## config.mk

```make
export PLATFORM = sky130hd
export DESIGN_NAME = rpm_ctrl
export DESIGN_NICKNAME = d
export VERILOG_FILES = /design/src/logic/rpm_pkg.sv /design/src/logic/rpm_strm_if.sv /design/src/logic/rpm_buf.sv /design/src/logic/rpm_ser.sv /design/src/logic/rpm_ctrl.sv
export VERILOG_INCLUDE_DIRS = /design/src /design/src/logic
export SDC_FILE = /design/constraint.sdc
export NUM_CORES = 1
export LEC_CHECK = 0
export ABC_CLOCK_PERIOD_IN_PS = 3000
export BUFFER_PORTS_ARGS = -buffer_cell sky130_fd_sc_hd__buf_4
export CAP_MARGIN = 10
export CORE_ASPECT_RATIO = 1.2
export CORE_MARGIN = 5
export CORE_UTILIZATION = 60
export CTS_BUF_LIST = sky130_fd_sc_hd__clkbuf_8
export CTS_CLUSTER_SIZE = 30
export DETAILED_ROUTE_END_ITERATION = 16
export PLACE_DENSITY = 0.8
export SYNTH_ARGS = -nofsm -noshare
export SYNTH_HDL_FRONTEND = slang
export SYNTH_SLANG_ARGS = --single-unit
export TNS_END_PERCENT = 5
```

## constraint.sdc

```tcl
create_clock -name CORE_CLK -period 3 [get_ports CORE_CLK]
set_clock_uncertainty 0.1 [all_clocks]
set_input_delay 0 -clock CORE_CLK [delete_from_list [all_inputs] [get_ports CORE_CLK]]
set_output_delay 0 -clock CORE_CLK [all_outputs]
set_load 0.1 [all_outputs]
```

## src/logic/rpm_params.svh

```systemverilog
// constants of the receiver pin-mode control block
`ifndef RPM_PARAMS_SVH
`define RPM_PARAMS_SVH

// ----------------------------------------
// register byte offsets
// ----------------------------------------
`define RPM_OFS_CTRL 12'h000
`define RPM_OFS_STATUS 12'h004
`define RPM_OFS_WCOUNT 12'h008
`define RPM_OFS_TRSCOUNT 12'h00c

// ----------------------------------------
// field positions and reset values
// ----------------------------------------
`define RPM_CTRL_RATE_LSB 0
`define RPM_CTRL_RATE_MSB 2
`define RPM_CTRL_RESET 3'h0
`define RPM_ST_WIDTH 0
`define RPM_ST_PROC 1
`define RPM_ST_SDO_EN 2
`define RPM_ST_STANDBY 3
`define RPM_ST_BUF_LSB 4
`define RPM_ST_BUF_MSB 5

// ----------------------------------------
// stream widths and sync marker
// ----------------------------------------
`define RPM_WORD_W 20
`define RPM_HALF_W 10
`define RPM_SYNC_WORD 10'h3ff

// ----------------------------------------
// bit clock phase steps, scaled to the core clock
// (full rate 2.97 Gb/s maps to half the core clock)
// ----------------------------------------
`define RPM_STEP_3G 16'h8000
`define RPM_STEP_3G_M 16'h7fdf
`define RPM_STEP_HD 16'h4000
`define RPM_STEP_HD_M 16'h3ff0
`define RPM_STEP_SD 16'h0ba3

`endif

```

## src/logic/rpm_pkg.sv

```systemverilog
// types of the receiver pin-mode control block
`default_nettype none
package rpm_pkg;
  // loop-through line rate selection
  typedef enum logic [2:0] {
    RATE_3G = 3'b000,   // 2.97 Gb/s
    RATE_3G_M = 3'b001, // 2.97/1.001 Gb/s
    RATE_HD = 3'b010,   // 1.485 Gb/s
    RATE_HD_M = 3'b011, // 1.485/1.001 Gb/s
    RATE_SD = 3'b100    // 270 Mb/s
  } rpm_rate_t;

  // parallel output beat phase
  typedef enum logic [1:0] {
    PH_IDLE = 2'b00, // nothing presented
    PH_FULL = 2'b01, // whole 20-bit word presented
    PH_HIGH = 2'b10, // upper half presented (10-bit mode)
    PH_LOW = 2'b11   // lower half presented (10-bit mode)
  } rpm_phase_t;

  typedef logic [19:0] rpm_word_t;
endpackage
`default_nettype wire

```

## src/logic/rpm_strm_if.sv

```systemverilog
// valid/ready word stream between the block's own modules
`default_nettype none
interface rpm_strm_if;
  import rpm_pkg::*;
  logic valid;     // word offered
  logic ready;     // word may be taken
  rpm_word_t data; // word itself
  modport src (output valid, output data, input ready);
  modport snk (input valid, input data, output ready);
endinterface
`default_nettype wire

```

## src/logic/rpm_buf.sv

```systemverilog
// two-entry buffer so that a stalled receiver loses no word
`include "rpm_params.svh"
`default_nettype none
module rpm_buf
  import rpm_pkg::*;
(
  input wire logic clk,
  input wire logic rst_n,
  rpm_strm_if.snk up,
  rpm_strm_if.src dn,
  output logic [1:0] level
);
  // ----------------------------------------
  // state
  // ----------------------------------------
  typedef struct packed {
    logic [1:0][19:0] mem; // two storage words
    logic wp;              // write slot
    logic rp;              // read slot
    logic [1:0] cnt;       // words held
  } rpm_buf_st_t;

  rpm_buf_st_t s_q, s_d;
  logic push, pop;

  // honest full and empty
  assign up.ready = (s_q.cnt != 2'd2);
  assign dn.valid = (s_q.cnt != 2'd0);
  assign dn.data = s_q.mem[s_q.rp];
  assign level = s_q.cnt;
  assign push = up.valid && up.ready;
  assign pop = dn.valid && dn.ready;

  // next state
  always_comb begin
    s_d = s_q;
    if (push) begin
      s_d.mem[s_q.wp] = up.data;
      s_d.wp = ~s_q.wp;
    end
    if (pop) begin
      s_d.rp = ~s_q.rp;
    end
    // count follows both sides
    case ({push, pop})
      2'b10: s_d.cnt = s_q.cnt + 2'd1;
      2'b01: s_d.cnt = s_q.cnt - 2'd1;
      default: s_d.cnt = s_q.cnt;
    endcase
  end

  // registers
  always_ff @(posedge clk or negedge rst_n) begin
    if (!rst_n) begin
      s_q <= '0;
    end else begin
      s_q <= s_d;
    end
  end
endmodule
`default_nettype wire

```

## src/logic/rpm_ser.sv

```systemverilog
// loop-through serialiser: shifts 20-bit words out, msb first
`include "rpm_params.svh"
`default_nettype none
module rpm_ser
  import rpm_pkg::*;
(
  input wire logic clk,
  input wire logic rst_n,
  input wire logic bit_en,      // one pulse per serial bit
  input wire logic out_en,      // stage enabled
  input wire logic word_valid,  // word offered for loop-through
  input wire rpm_word_t word,   // word to send
  output logic sdo_p,           // true line
  output logic sdo_n            // complement line
);
  // ----------------------------------------
  // state
  // ----------------------------------------
  typedef struct packed {
    rpm_word_t sh;    // shift register
    logic [4:0] left; // bits still to send
    logic p;          // true line level
    logic n;          // complement line level
  } rpm_ser_st_t;

  rpm_ser_st_t s_q, s_d;

  assign sdo_p = s_q.p;
  assign sdo_n = s_q.n;

  // next state
  always_comb begin
    s_d = s_q;
    if (!out_en) begin
      // parked stage: both lines high, nothing queued
      s_d.p = 1'b1;
      s_d.n = 1'b1;
      s_d.left = 5'd0;
    end else if (bit_en) begin
      if (s_q.left == 5'd0) begin
        // idle line shows zero until a word arrives
        s_d.p = word_valid ? word[19] : 1'b0;
        s_d.n = word_valid ? ~word[19] : 1'b1;
        if (word_valid) begin
          s_d.sh = {word[18:0], 1'b0};
          s_d.left = 5'd19;
        end
      end else begin
        s_d.p = s_q.sh[19];
        s_d.n = ~s_q.sh[19];
        s_d.sh = {s_q.sh[18:0], 1'b0};
        s_d.left = s_q.left - 5'd1;
      end
    end else if (s_q.p && s_q.n) begin
      // leave the parked level at the next edge, so an enabled stage shows both lines high for one cycle at most
      s_d.p = 1'b0;
      s_d.n = 1'b1;
    end
  end

  // registers; lines rest high out of reset
  always_ff @(posedge clk or negedge rst_n) begin
    if (!rst_n) begin
      s_q <= '{sh: '0, left: 5'd0, p: 1'b1, n: 1'b1};
    end else begin
      s_q <= s_d;
    end
  end
endmodule
`default_nettype wire

```

## src/logic/rpm_ctrl.sv

```systemverilog
// receiver pin-mode control: bus width, processing, loop-through, standby
//
// The address map and register access over APB were decided locally.
`include "rpm_params.svh"
`default_nettype none
module rpm_ctrl
  import rpm_pkg::*;
(
  input wire logic CORE_CLK,
  input wire logic NRST,
  // mode pins
  input wire logic BUS_WIDTH_SELECT,
  input wire logic PROCESSING_ENABLE,
  input wire logic LOOP_SERIAL_OUT_ENABLE,
  input wire logic STANDBY,
  // received word stream
  input wire logic [19:0] RX_WORD,
  input wire logic RX_VALID,
  output logic RX_READY,
  // parallel output bus
  output logic [19:0] PDATA,
  output logic PDATA_VALID,
  input wire logic PDATA_READY,
  output logic PDATA_OE,
  // loop-through serial output
  output logic LOOP_SERIAL_OUT_P,
  output logic LOOP_SERIAL_OUT_N,
  // apb slave
  input wire logic PSEL,
  input wire logic PENABLE,
  input wire logic PWRITE,
  input wire logic [11:0] PADDR,
  input wire logic [31:0] PWDATA,
  output logic [31:0] PRDATA,
  output logic PREADY,
  output logic PSLVERR
);
  // ----------------------------------------
  // state
  // ----------------------------------------
  typedef struct packed {
    rpm_word_t pw;     // processing stage word
    logic pv;          // processing stage valid
    logic [15:0] trs;  // sync markers seen by processing
    rpm_word_t cur;    // word being put on the bus
    rpm_phase_t ph;    // output beat phase
    logic [19:0] pd;   // parallel data register
    logic [31:0] wcnt; // words delivered on the bus
    logic [2:0] rate;  // loop-through rate code
    logic [15:0] acc;  // bit clock phase accumulator
    logic bit_en;      // one pulse per serial bit
    logic [31:0] rd;   // read data register
    logic err;         // unmapped address flag
  } rpm_st_t;

  rpm_st_t s_q, s_d;

  rpm_strm_if to_buf ();   // processing to buffer
  rpm_strm_if from_buf (); // buffer to output formatter

  logic [1:0] buf_level;  // words held in buffer
  logic run;              // not in standby
  logic loop_en;          // serial stage enabled
  logic in_take;          // word accepted from rx
  logic stage_free;       // processing stage can load
  logic beat_done;        // current beat accepted
  logic setup;            // apb setup phase
  logic access;           // apb access phase
  logic [15:0] step;      // phase step for the rate
  logic [16:0] acc_sum;   // accumulator with carry

  // ----------------------------------------
  // mode decode
  // ----------------------------------------
  assign run = !STANDBY;
  assign loop_en = LOOP_SERIAL_OUT_ENABLE && run;

  // ----------------------------------------
  // input and processing stage
  // ----------------------------------------
  // processing stage drains into the buffer when it can
  assign stage_free = !s_q.pv || to_buf.ready;
  // standby refuses words; bypass follows buffer space
  assign RX_READY = run && (PROCESSING_ENABLE ? stage_free : to_buf.ready);
  assign in_take = RX_VALID && RX_READY;

  // bypass skips the stage, active path goes through it
  always_comb begin
    if (PROCESSING_ENABLE) begin
      to_buf.valid = s_q.pv && run;
      to_buf.data = s_q.pw;
    end else begin
      to_buf.valid = RX_VALID && run;
      to_buf.data = RX_WORD;
    end
  end

  // ----------------------------------------
  // two-entry buffer
  // ----------------------------------------
  rpm_buf u_buf (
    .clk(CORE_CLK),
    .rst_n(NRST),
    .up(to_buf.snk),
    .dn(from_buf.src),
    .level(buf_level)
  );

  // ----------------------------------------
  // output formatter
  // ----------------------------------------
  assign beat_done = PDATA_VALID && PDATA_READY;
  // next buffer word taken when idle or once the current word's last beat leaves
  assign from_buf.ready = run && (s_q.ph == PH_IDLE
    || (beat_done && (s_q.ph == PH_FULL || s_q.ph == PH_LOW)));
  assign PDATA = s_q.pd;
  assign PDATA_VALID = (s_q.ph != PH_IDLE) && run;
  assign PDATA_OE = run;

  // ----------------------------------------
  // loop-through bit clock
  // ----------------------------------------
  // phase step per selected rate; unused codes fall to full rate
  always_comb begin
    case (rpm_rate_t'(s_q.rate))
      RATE_3G: step = `RPM_STEP_3G;
      RATE_3G_M: step = `RPM_STEP_3G_M;
      RATE_HD: step = `RPM_STEP_HD;
      RATE_HD_M: step = `RPM_STEP_HD_M;
      RATE_SD: step = `RPM_STEP_SD;
      default: step = `RPM_STEP_3G;
    endcase
  end
  assign acc_sum = {1'b0, s_q.acc} + {1'b0, step};

  // loop-through serialises whichever offered word meets a free bit slot, without stalling the stream
  rpm_ser u_ser (
    .clk(CORE_CLK),
    .rst_n(NRST),
    .bit_en(s_q.bit_en),
    .out_en(loop_en),
    .word_valid(RX_VALID && run),
    .word(RX_WORD),
    .sdo_p(LOOP_SERIAL_OUT_P),
    .sdo_n(LOOP_SERIAL_OUT_N)
  );

  // ----------------------------------------
  // apb slave, zero wait states
  // ----------------------------------------
  assign setup = PSEL && !PENABLE;
  assign access = PSEL && PENABLE;
  assign PREADY = 1'b1;
  assign PRDATA = s_q.rd;
  assign PSLVERR = access && s_q.err;

  // ----------------------------------------
  // next state
  // ----------------------------------------
  always_comb begin
    s_d = s_q;
    // processing stage: register and count sync markers
    if (PROCESSING_ENABLE && run) begin
      if (stage_free) begin
        s_d.pv = in_take;
        s_d.pw = RX_WORD;
        if (in_take && RX_WORD[9:0] == `RPM_SYNC_WORD) begin
          s_d.trs = s_q.trs + 16'd1;
        end
      end
    end else begin
      // no processing in bypass or standby
      s_d.pv = 1'b0;
    end
    // output beats; the bus stays static in standby
    if (run) begin
      unique case (s_q.ph)
        PH_IDLE: begin
          s_d.ph = PH_IDLE;
        end
        PH_FULL: begin
          if (beat_done) begin
            s_d.ph = PH_IDLE;
            s_d.wcnt = s_q.wcnt + 32'd1;
          end
        end
        PH_HIGH: begin
          // second beat carries the lower half
          if (beat_done) begin
            s_d.ph = PH_LOW;
            s_d.pd = {10'h000, s_q.cur[9:0]};
          end
        end
        PH_LOW: begin
          if (beat_done) begin
            s_d.ph = PH_IDLE;
            s_d.wcnt = s_q.wcnt + 32'd1;
          end
        end
      endcase
      // load a fresh word when the formatter frees up
      if (from_buf.valid && from_buf.ready) begin
        s_d.cur = from_buf.data;
        if (BUS_WIDTH_SELECT) begin
          s_d.ph = PH_FULL;
          s_d.pd = from_buf.data;
        end else begin
          s_d.ph = PH_HIGH;
          s_d.pd = {10'h000, from_buf.data[19:10]};
        end
      end
    end
    // bit clock enable from the phase accumulator
    s_d.acc = acc_sum[15:0];
    s_d.bit_en = acc_sum[16] && loop_en;
    // register reads latched in setup, writes at the access edge
    if (setup) begin
      s_d.err = 1'b0;
      s_d.rd = 32'h0000_0000;
      case (PADDR)
        `RPM_OFS_CTRL: s_d.rd = {29'h0, s_q.rate};
        `RPM_OFS_STATUS: s_d.rd = {26'h0, buf_level, STANDBY,
          LOOP_SERIAL_OUT_ENABLE, PROCESSING_ENABLE, BUS_WIDTH_SELECT};
        `RPM_OFS_WCOUNT: s_d.rd = s_q.wcnt;
        `RPM_OFS_TRSCOUNT: s_d.rd = {16'h0, s_q.trs};
        default: s_d.err = 1'b1;
      endcase
    end
    if (access && PWRITE && PADDR == `RPM_OFS_CTRL) begin
      s_d.rate = PWDATA[`RPM_CTRL_RATE_MSB:`RPM_CTRL_RATE_LSB];
    end
  end

  // registers
  always_ff @(posedge CORE_CLK or negedge NRST) begin
    if (!NRST) begin
      s_q <= '0;
    end else begin
      s_q <= s_d;
    end
  end
endmodule
`default_nettype wire

```

## Word level (Yosys, flattened, before mapping)

Cells that the tools add are included.

- Memories: 0
- Bits in latches: 0
- Word-level logic and storage cells: 130
- Memory bits (read-only): 0
- Output and inout bits: 59
- RAM bits: 0
- Register bits after elaboration: 225
- Input port bits: 75

- $lt $le $gt $ge: 3
- Multiply operators: 0
- Multiplexer cells: 29
- Bitwise logic cells: 5
- Eq/ne operators: 21
- Div/mod/pow operators: 0
- Reductions and logical operators: 45
- $add $sub $neg: 6
- Shift-type cells: 0

Operators with widths:

| operator | count |
|---|---|
| $pmux 32 s4 | 1 |
| $mux 20 | 5 |
| $mux 22 | 3 |
| $pmux 16 s4 | 1 |
| $bwmux 40 | 1 |
| $add 32x1->32 const B | 1 |
| $mux 27 | 1 |
| $mux 25 | 1 |
| $eq 12x4->1 const B | 2 |
| $logic_and 1x1->1 | 21 |
| $demux 20 s1 | 1 |
| $add 16x16->17 | 1 |
| $mux 17 | 1 |
| $add 16x1->16 const B | 1 |
| $mux 16 | 1 |
| $reduce_and 3->1 | 5 |
| $eq 12x3->1 const B | 1 |
| $logic_not 12->1 | 1 |
| $eq 10x10->1 const B | 1 |
| $reduce_bool 2->1 | 5 |
| $ne 3x2->1 const B | 3 |
| $mux 7 | 1 |
| $eq 2x2->1 const B | 3 |
| $eq 3x2->1 const B | 2 |
| other kinds (24) | 45 |

## Depth between registers and ports, before layout

- Depth after elaboration: 9
- Mapped depth: 10
- Mapped depth without buffers: 10

## Hierarchy

Synthesis repeated with hierarchy kept, for this count alone.

- Cells, all modules: 943
- Area, all modules: 11263.3 um2

Modules (own cells, without submodules):

| module | seq. area each (um2) | cells each | area each (um2) | instances |
|---|---|---|---|---|
| rpm_ctrl | 3853.7 | 689 | 7803.7 | 1 |
| rpm_buf | 1101.1 | 125 | 2050.7 | 1 |
| rpm_ser | 653.1 | 129 | 1408.9 | 1 |

## Worst setup path before layout

No wires, ideal clock.

- Path type: register to register
- Start point: reg s_q[52] in the netlist's numbering
- End point: reg s_q[44] in the netlist's numbering
- Data arrival time: 2383 ps
- Slack: 427 ps
- Clock period less this slack: 2573 ps
- Setup time: 90 ps
- Cell stages (with the launch flop): 10
- Required time: 2810 ps
- Path buffers: 0
- Path through: dfrtp_1 -> nand2b_1 -> a21oi_1 -> ha_1 -> fa_1 -> nor4bb_1 -> a211oi_2 -> a211o_1 -> a211o_1 -> o2111ai_1

- Cells in the longest elaborated chain, start to end: 3
- Elaborated cells between the ends (all ways): 6
- Classes of those cells: 1 x add/sub; 4 x eq/ne; 1 x mux

Ends and longest elaborated chain:

| element | line | text |
|---|---|---|
| from (decl) | rpm_ctrl.sv:56 | `rpm_st_t s_q, s_d;` |
| from (signal assigned) | rpm_ctrl.sv:237 | `s_q <= '0;` |
| from (signal assigned) | rpm_ctrl.sv:239 | `s_q <= s_d;` |
| $eq 3x3->1, or another cell as far along | rpm_ctrl.sv:125 | `case (rpm_rate_t'(s_q.rate))` |
| $pmux 16 s4 (*) | rpm_ctrl.sv:125 |  |
| $add 16x16->17 (*) | rpm_ctrl.sv:134 | `assign acc_sum = {1'b0, s_q.acc} + {1'b0, step};` |
| named net acc_sum[10] | rpm_ctrl.sv:70 | `logic [16:0] acc_sum;` |

The timed path passes the listed nets; every way through them passes the cells marked *.
A chain may end at the register's enable or synchronous reset.

## Final worst setup path

- Start point: reg s_q[52] in the netlist's numbering
- End point: reg s_q[42] in the netlist's numbering

The elaborated chain is that of the path after synthesis.

==> metrics.yaml <==
die_x_um: 134
synthTopCellsByCount: "dfrtp_1, nand2_1, nor2_1, mux2i_1, a21oi_1"
avgSynthCellArea_um2: 10.8
wl_per_cell_um: 16.8
finalHoldViolCount: 0
synth_fp_nets: 1119
grtUsageTotal: 0.223
synth_fa_ha_area_frac: 0.0222
syn_inst: 1025
async_flop_share: 1.00
gp_congestion: 0.811
required_ns: 3.30
fillCellCount: 1300
ctsHtreeMaxLevel: 2
syn_to_final_growth_pct: 15.9
synth-xor-area-share: 0.0483
drv_cap: 0
io_buffers: 103
ios: 134
slew_viol_final: 0
status: "complete, no violations"
post-cts-setup-buffers: 0
synth_area_leader_cell: "dfrtp_1"
antenna_found_initial: 0
cp-end-kind: "register"
grt_max_degree: 102
tightest_slew_ns: 0.764
grt-ovfl-total: 0
rows: 54
p_leak_uw: 0.00623
drt_first_pass_iters: 4
clkTransAtPathRegs_ns: 0.06
dpl.hpwl_um: 15700
yosysUniqueCellTypes: 71
crit_type: "reg -> reg"
cts_tree: "done"
setup_viol: 0
critPathLaunchType: "register"
ys_seq_elements: 224
synth_most_common_cell: "dfrtp_1"
diodes: 0
postRouteAntennaNets: 0
cp_max_fo: 7
grt_pass1_wl_um: 38700
finish.utilization: 0.705
vias: 7740
drc: 0
pwr-share-comb: 0.323
synth_top_cells_by_area: "dfrtp_1, mux2i_1, mux2_2"
clk_root_buffer_cell: "clkbuf_8"
drive_gt1_frac: 0.213
nets: 1221
dieArea_um2: 21300
relSlewSlack: 0.490
grt_pass1_vias: 7905
power_frac_clock: 0.258
fmaxAchievable_mhz: 353
clock_path_buffers: 3
cts_buffers: 37
start_util: 0.608
swShare: 0.376
p_sw_uw: 3710
synth_top_family_by_area: "simple AND/OR/NAND/NOR gates"
finalCritPeriodShare: 0.944
syn_area_um2: 11100
pwr-share-seq: 0.419
p_int_uw: 6160
ir_drop_mv: 0.827
vias_per_cell: 5.63
cts.sinks: 224
synth-simple-area-share: 0.124
synthMuxAreaShare: 0.123
drtIter0Drc: 382
yosys_warnings: 0
core_area_um2: 18200
die_h_um: 159
hold_path.class: "in -> async"
period_minus_slack_ns: 2.83
synth_compound_area_frac: 0.106
synth_top_area_frac: 0.503
ys_seq_area_frac: 0.507
synth_edf_count: 0
tns_ns: 0
clkLatencyLatePin_ns: 0.52
synth_flop_cell: "dfrtp_1"
arrival_ns: 3.13
cellPowerDensity_nw_per_um2: 770
wl_um: 23200
rsz0062_at_grt: "no"
-- final timing paths --
kind	from	end	slack, ns	cells past startpoint
worst max register to register	s_q[52]	s_q[42]	0.17	9
worst min-delay path	NRST	PDATA[9]	0.03	2
max in group asynchronous	NRST	u_ser.s_q[13]	1.97	3
worst min register to register	s_q[142]	s_q[142]	0.37	1
worst max-delay path	s_q[52]	s_q[42]	0.17	9
min in group CORE_CLK	RX_WORD[14]	s_q[158]	0.18	3
-- state kept, by name (all words and copies together), names as in the netlist --
signal       count
PRDATA          32
u_buf.s_q       42
u_buf.level      2
u_ser.sdo_n      1
u_ser.sdo_p      1
s_q            102
PDATA           20
u_ser.s_q       24
-- worst max-delay path: stages (launching register included) --
cell	delay [ns]
dfrtp_1	0.48
nand2b_1	0.22
a21oi_2	0.10
ha_1	0.22
fa_1	0.42
and3_1	0.18
a211oi_2	0.34
o21ai_1	0.22
o21a_1	0.21
o31a_1	0.23
-- cell usage in the layout (no fill, tap or decap), types with 3 or more instances in the layout --
master,synthesis,layout
nand3_1,18,18
a22o_1,11,11
and2_1,6,6
nor2_1,78,76
mux4_2,4,4
buf_4,55,112
dfrtp_1,222,222
a21oi_1,59,58
nand4_1,20,20
o31ai_1,4,4
and3_1,13,13
a22o_2,6,6
o21ai_1,19,19
o21ai_0,48,48
ha_1,18,18
a211oi_1,6,6
nand2b_1,4,4
and4_1,4,4
nor3_1,8,8
o22ai_1,3,3
a21o_1,10,10
mux2i_1,75,75
inv_1,37,50
o21a_1,5,5
mux2_4,5,5
xnor2_1,49,49
clkbuf_8,0,43
xor2_1,12,12
nand2_1,86,86
or2_2,3,3
clkinv_2,0,5
dlygate4sd3_1,0,47
o211ai_1,3,3
mux2_2,39,39
nor2b_1,7,7
-- power groups by stage --
| stage | clock, uW | sequential, uW | combinational, uW |
|---|---|---|---|
| floorplan | 0 | 4010 | 2700 |
| global placement | 0 | 4150 | 3070 |
| detailed placement | 0 | 4180 | 3140 |
| CTS | 2610 | 4130 | 3210 |
| global route | 2750 | 4210 | 3430 |
| finish | 2550 | 4130 | 3190 |
-- cell type report --
type / count / area [um^2] / area share
flip-flops and latches: 224 / 5610 / 0.438
inverters: 37 / 139 / 0.0108
repair buffers: 162 / 1370 / 0.107
clock inverters: 21 / 119 / 0.00928
clock buffers: 43 / 592 / 0.0462
well taps: 224 / 280 / 0.0219
multi-input cells: 665 / 4710 / 0.367
-- per-stage QoR --
step	area (um^2)	power, uW	instances	hold slack, ns	worst slack, ns
6_report	12800	9870	1376	0.0256	0.169
5_1_grt	12800	10400	1376	0.0917	0.0496
4_1_cts	12800	9950	1376	0.0353	0.130
2_1_floorplan	11100	6700	1025	-0.396	0.427
3_3_place_gp	11600	7210	1265	-0.00874	0.217
3_5_place_dp	11600	7320	1265	-0.00307	0.145
-- logic make-up after synthesis --
| kind of cell | Yosys count |
|---|---|
| adder cells (fa/ha/maj) | 19 |
| other | 1 |
| AND/OR/NAND/NOR | 269 |
| XOR/XNOR | 61 |
| flip-flops | 224 |
| AO/OA/AOI/OAI | 192 |
| multiplexers | 123 |
| buffers and inverters | 136 |
-- what timing repair did --
item,in CTS,in global routing
setup endpoints to repair,0,4
resized for setup,0,2
hold buffers,47,0
hold endpoints to repair,282,0
-- layer usage --
layer	vias up	global-route usage	part of all wire
li1	3729	-	-
met5	-	0	0
met4	0	0.0779	0.026
met1	3792	0.284	0.43
met2	174	0.386	0.49
met3	45	0.0420	0.050
Power figures use the tool's default switching activity.
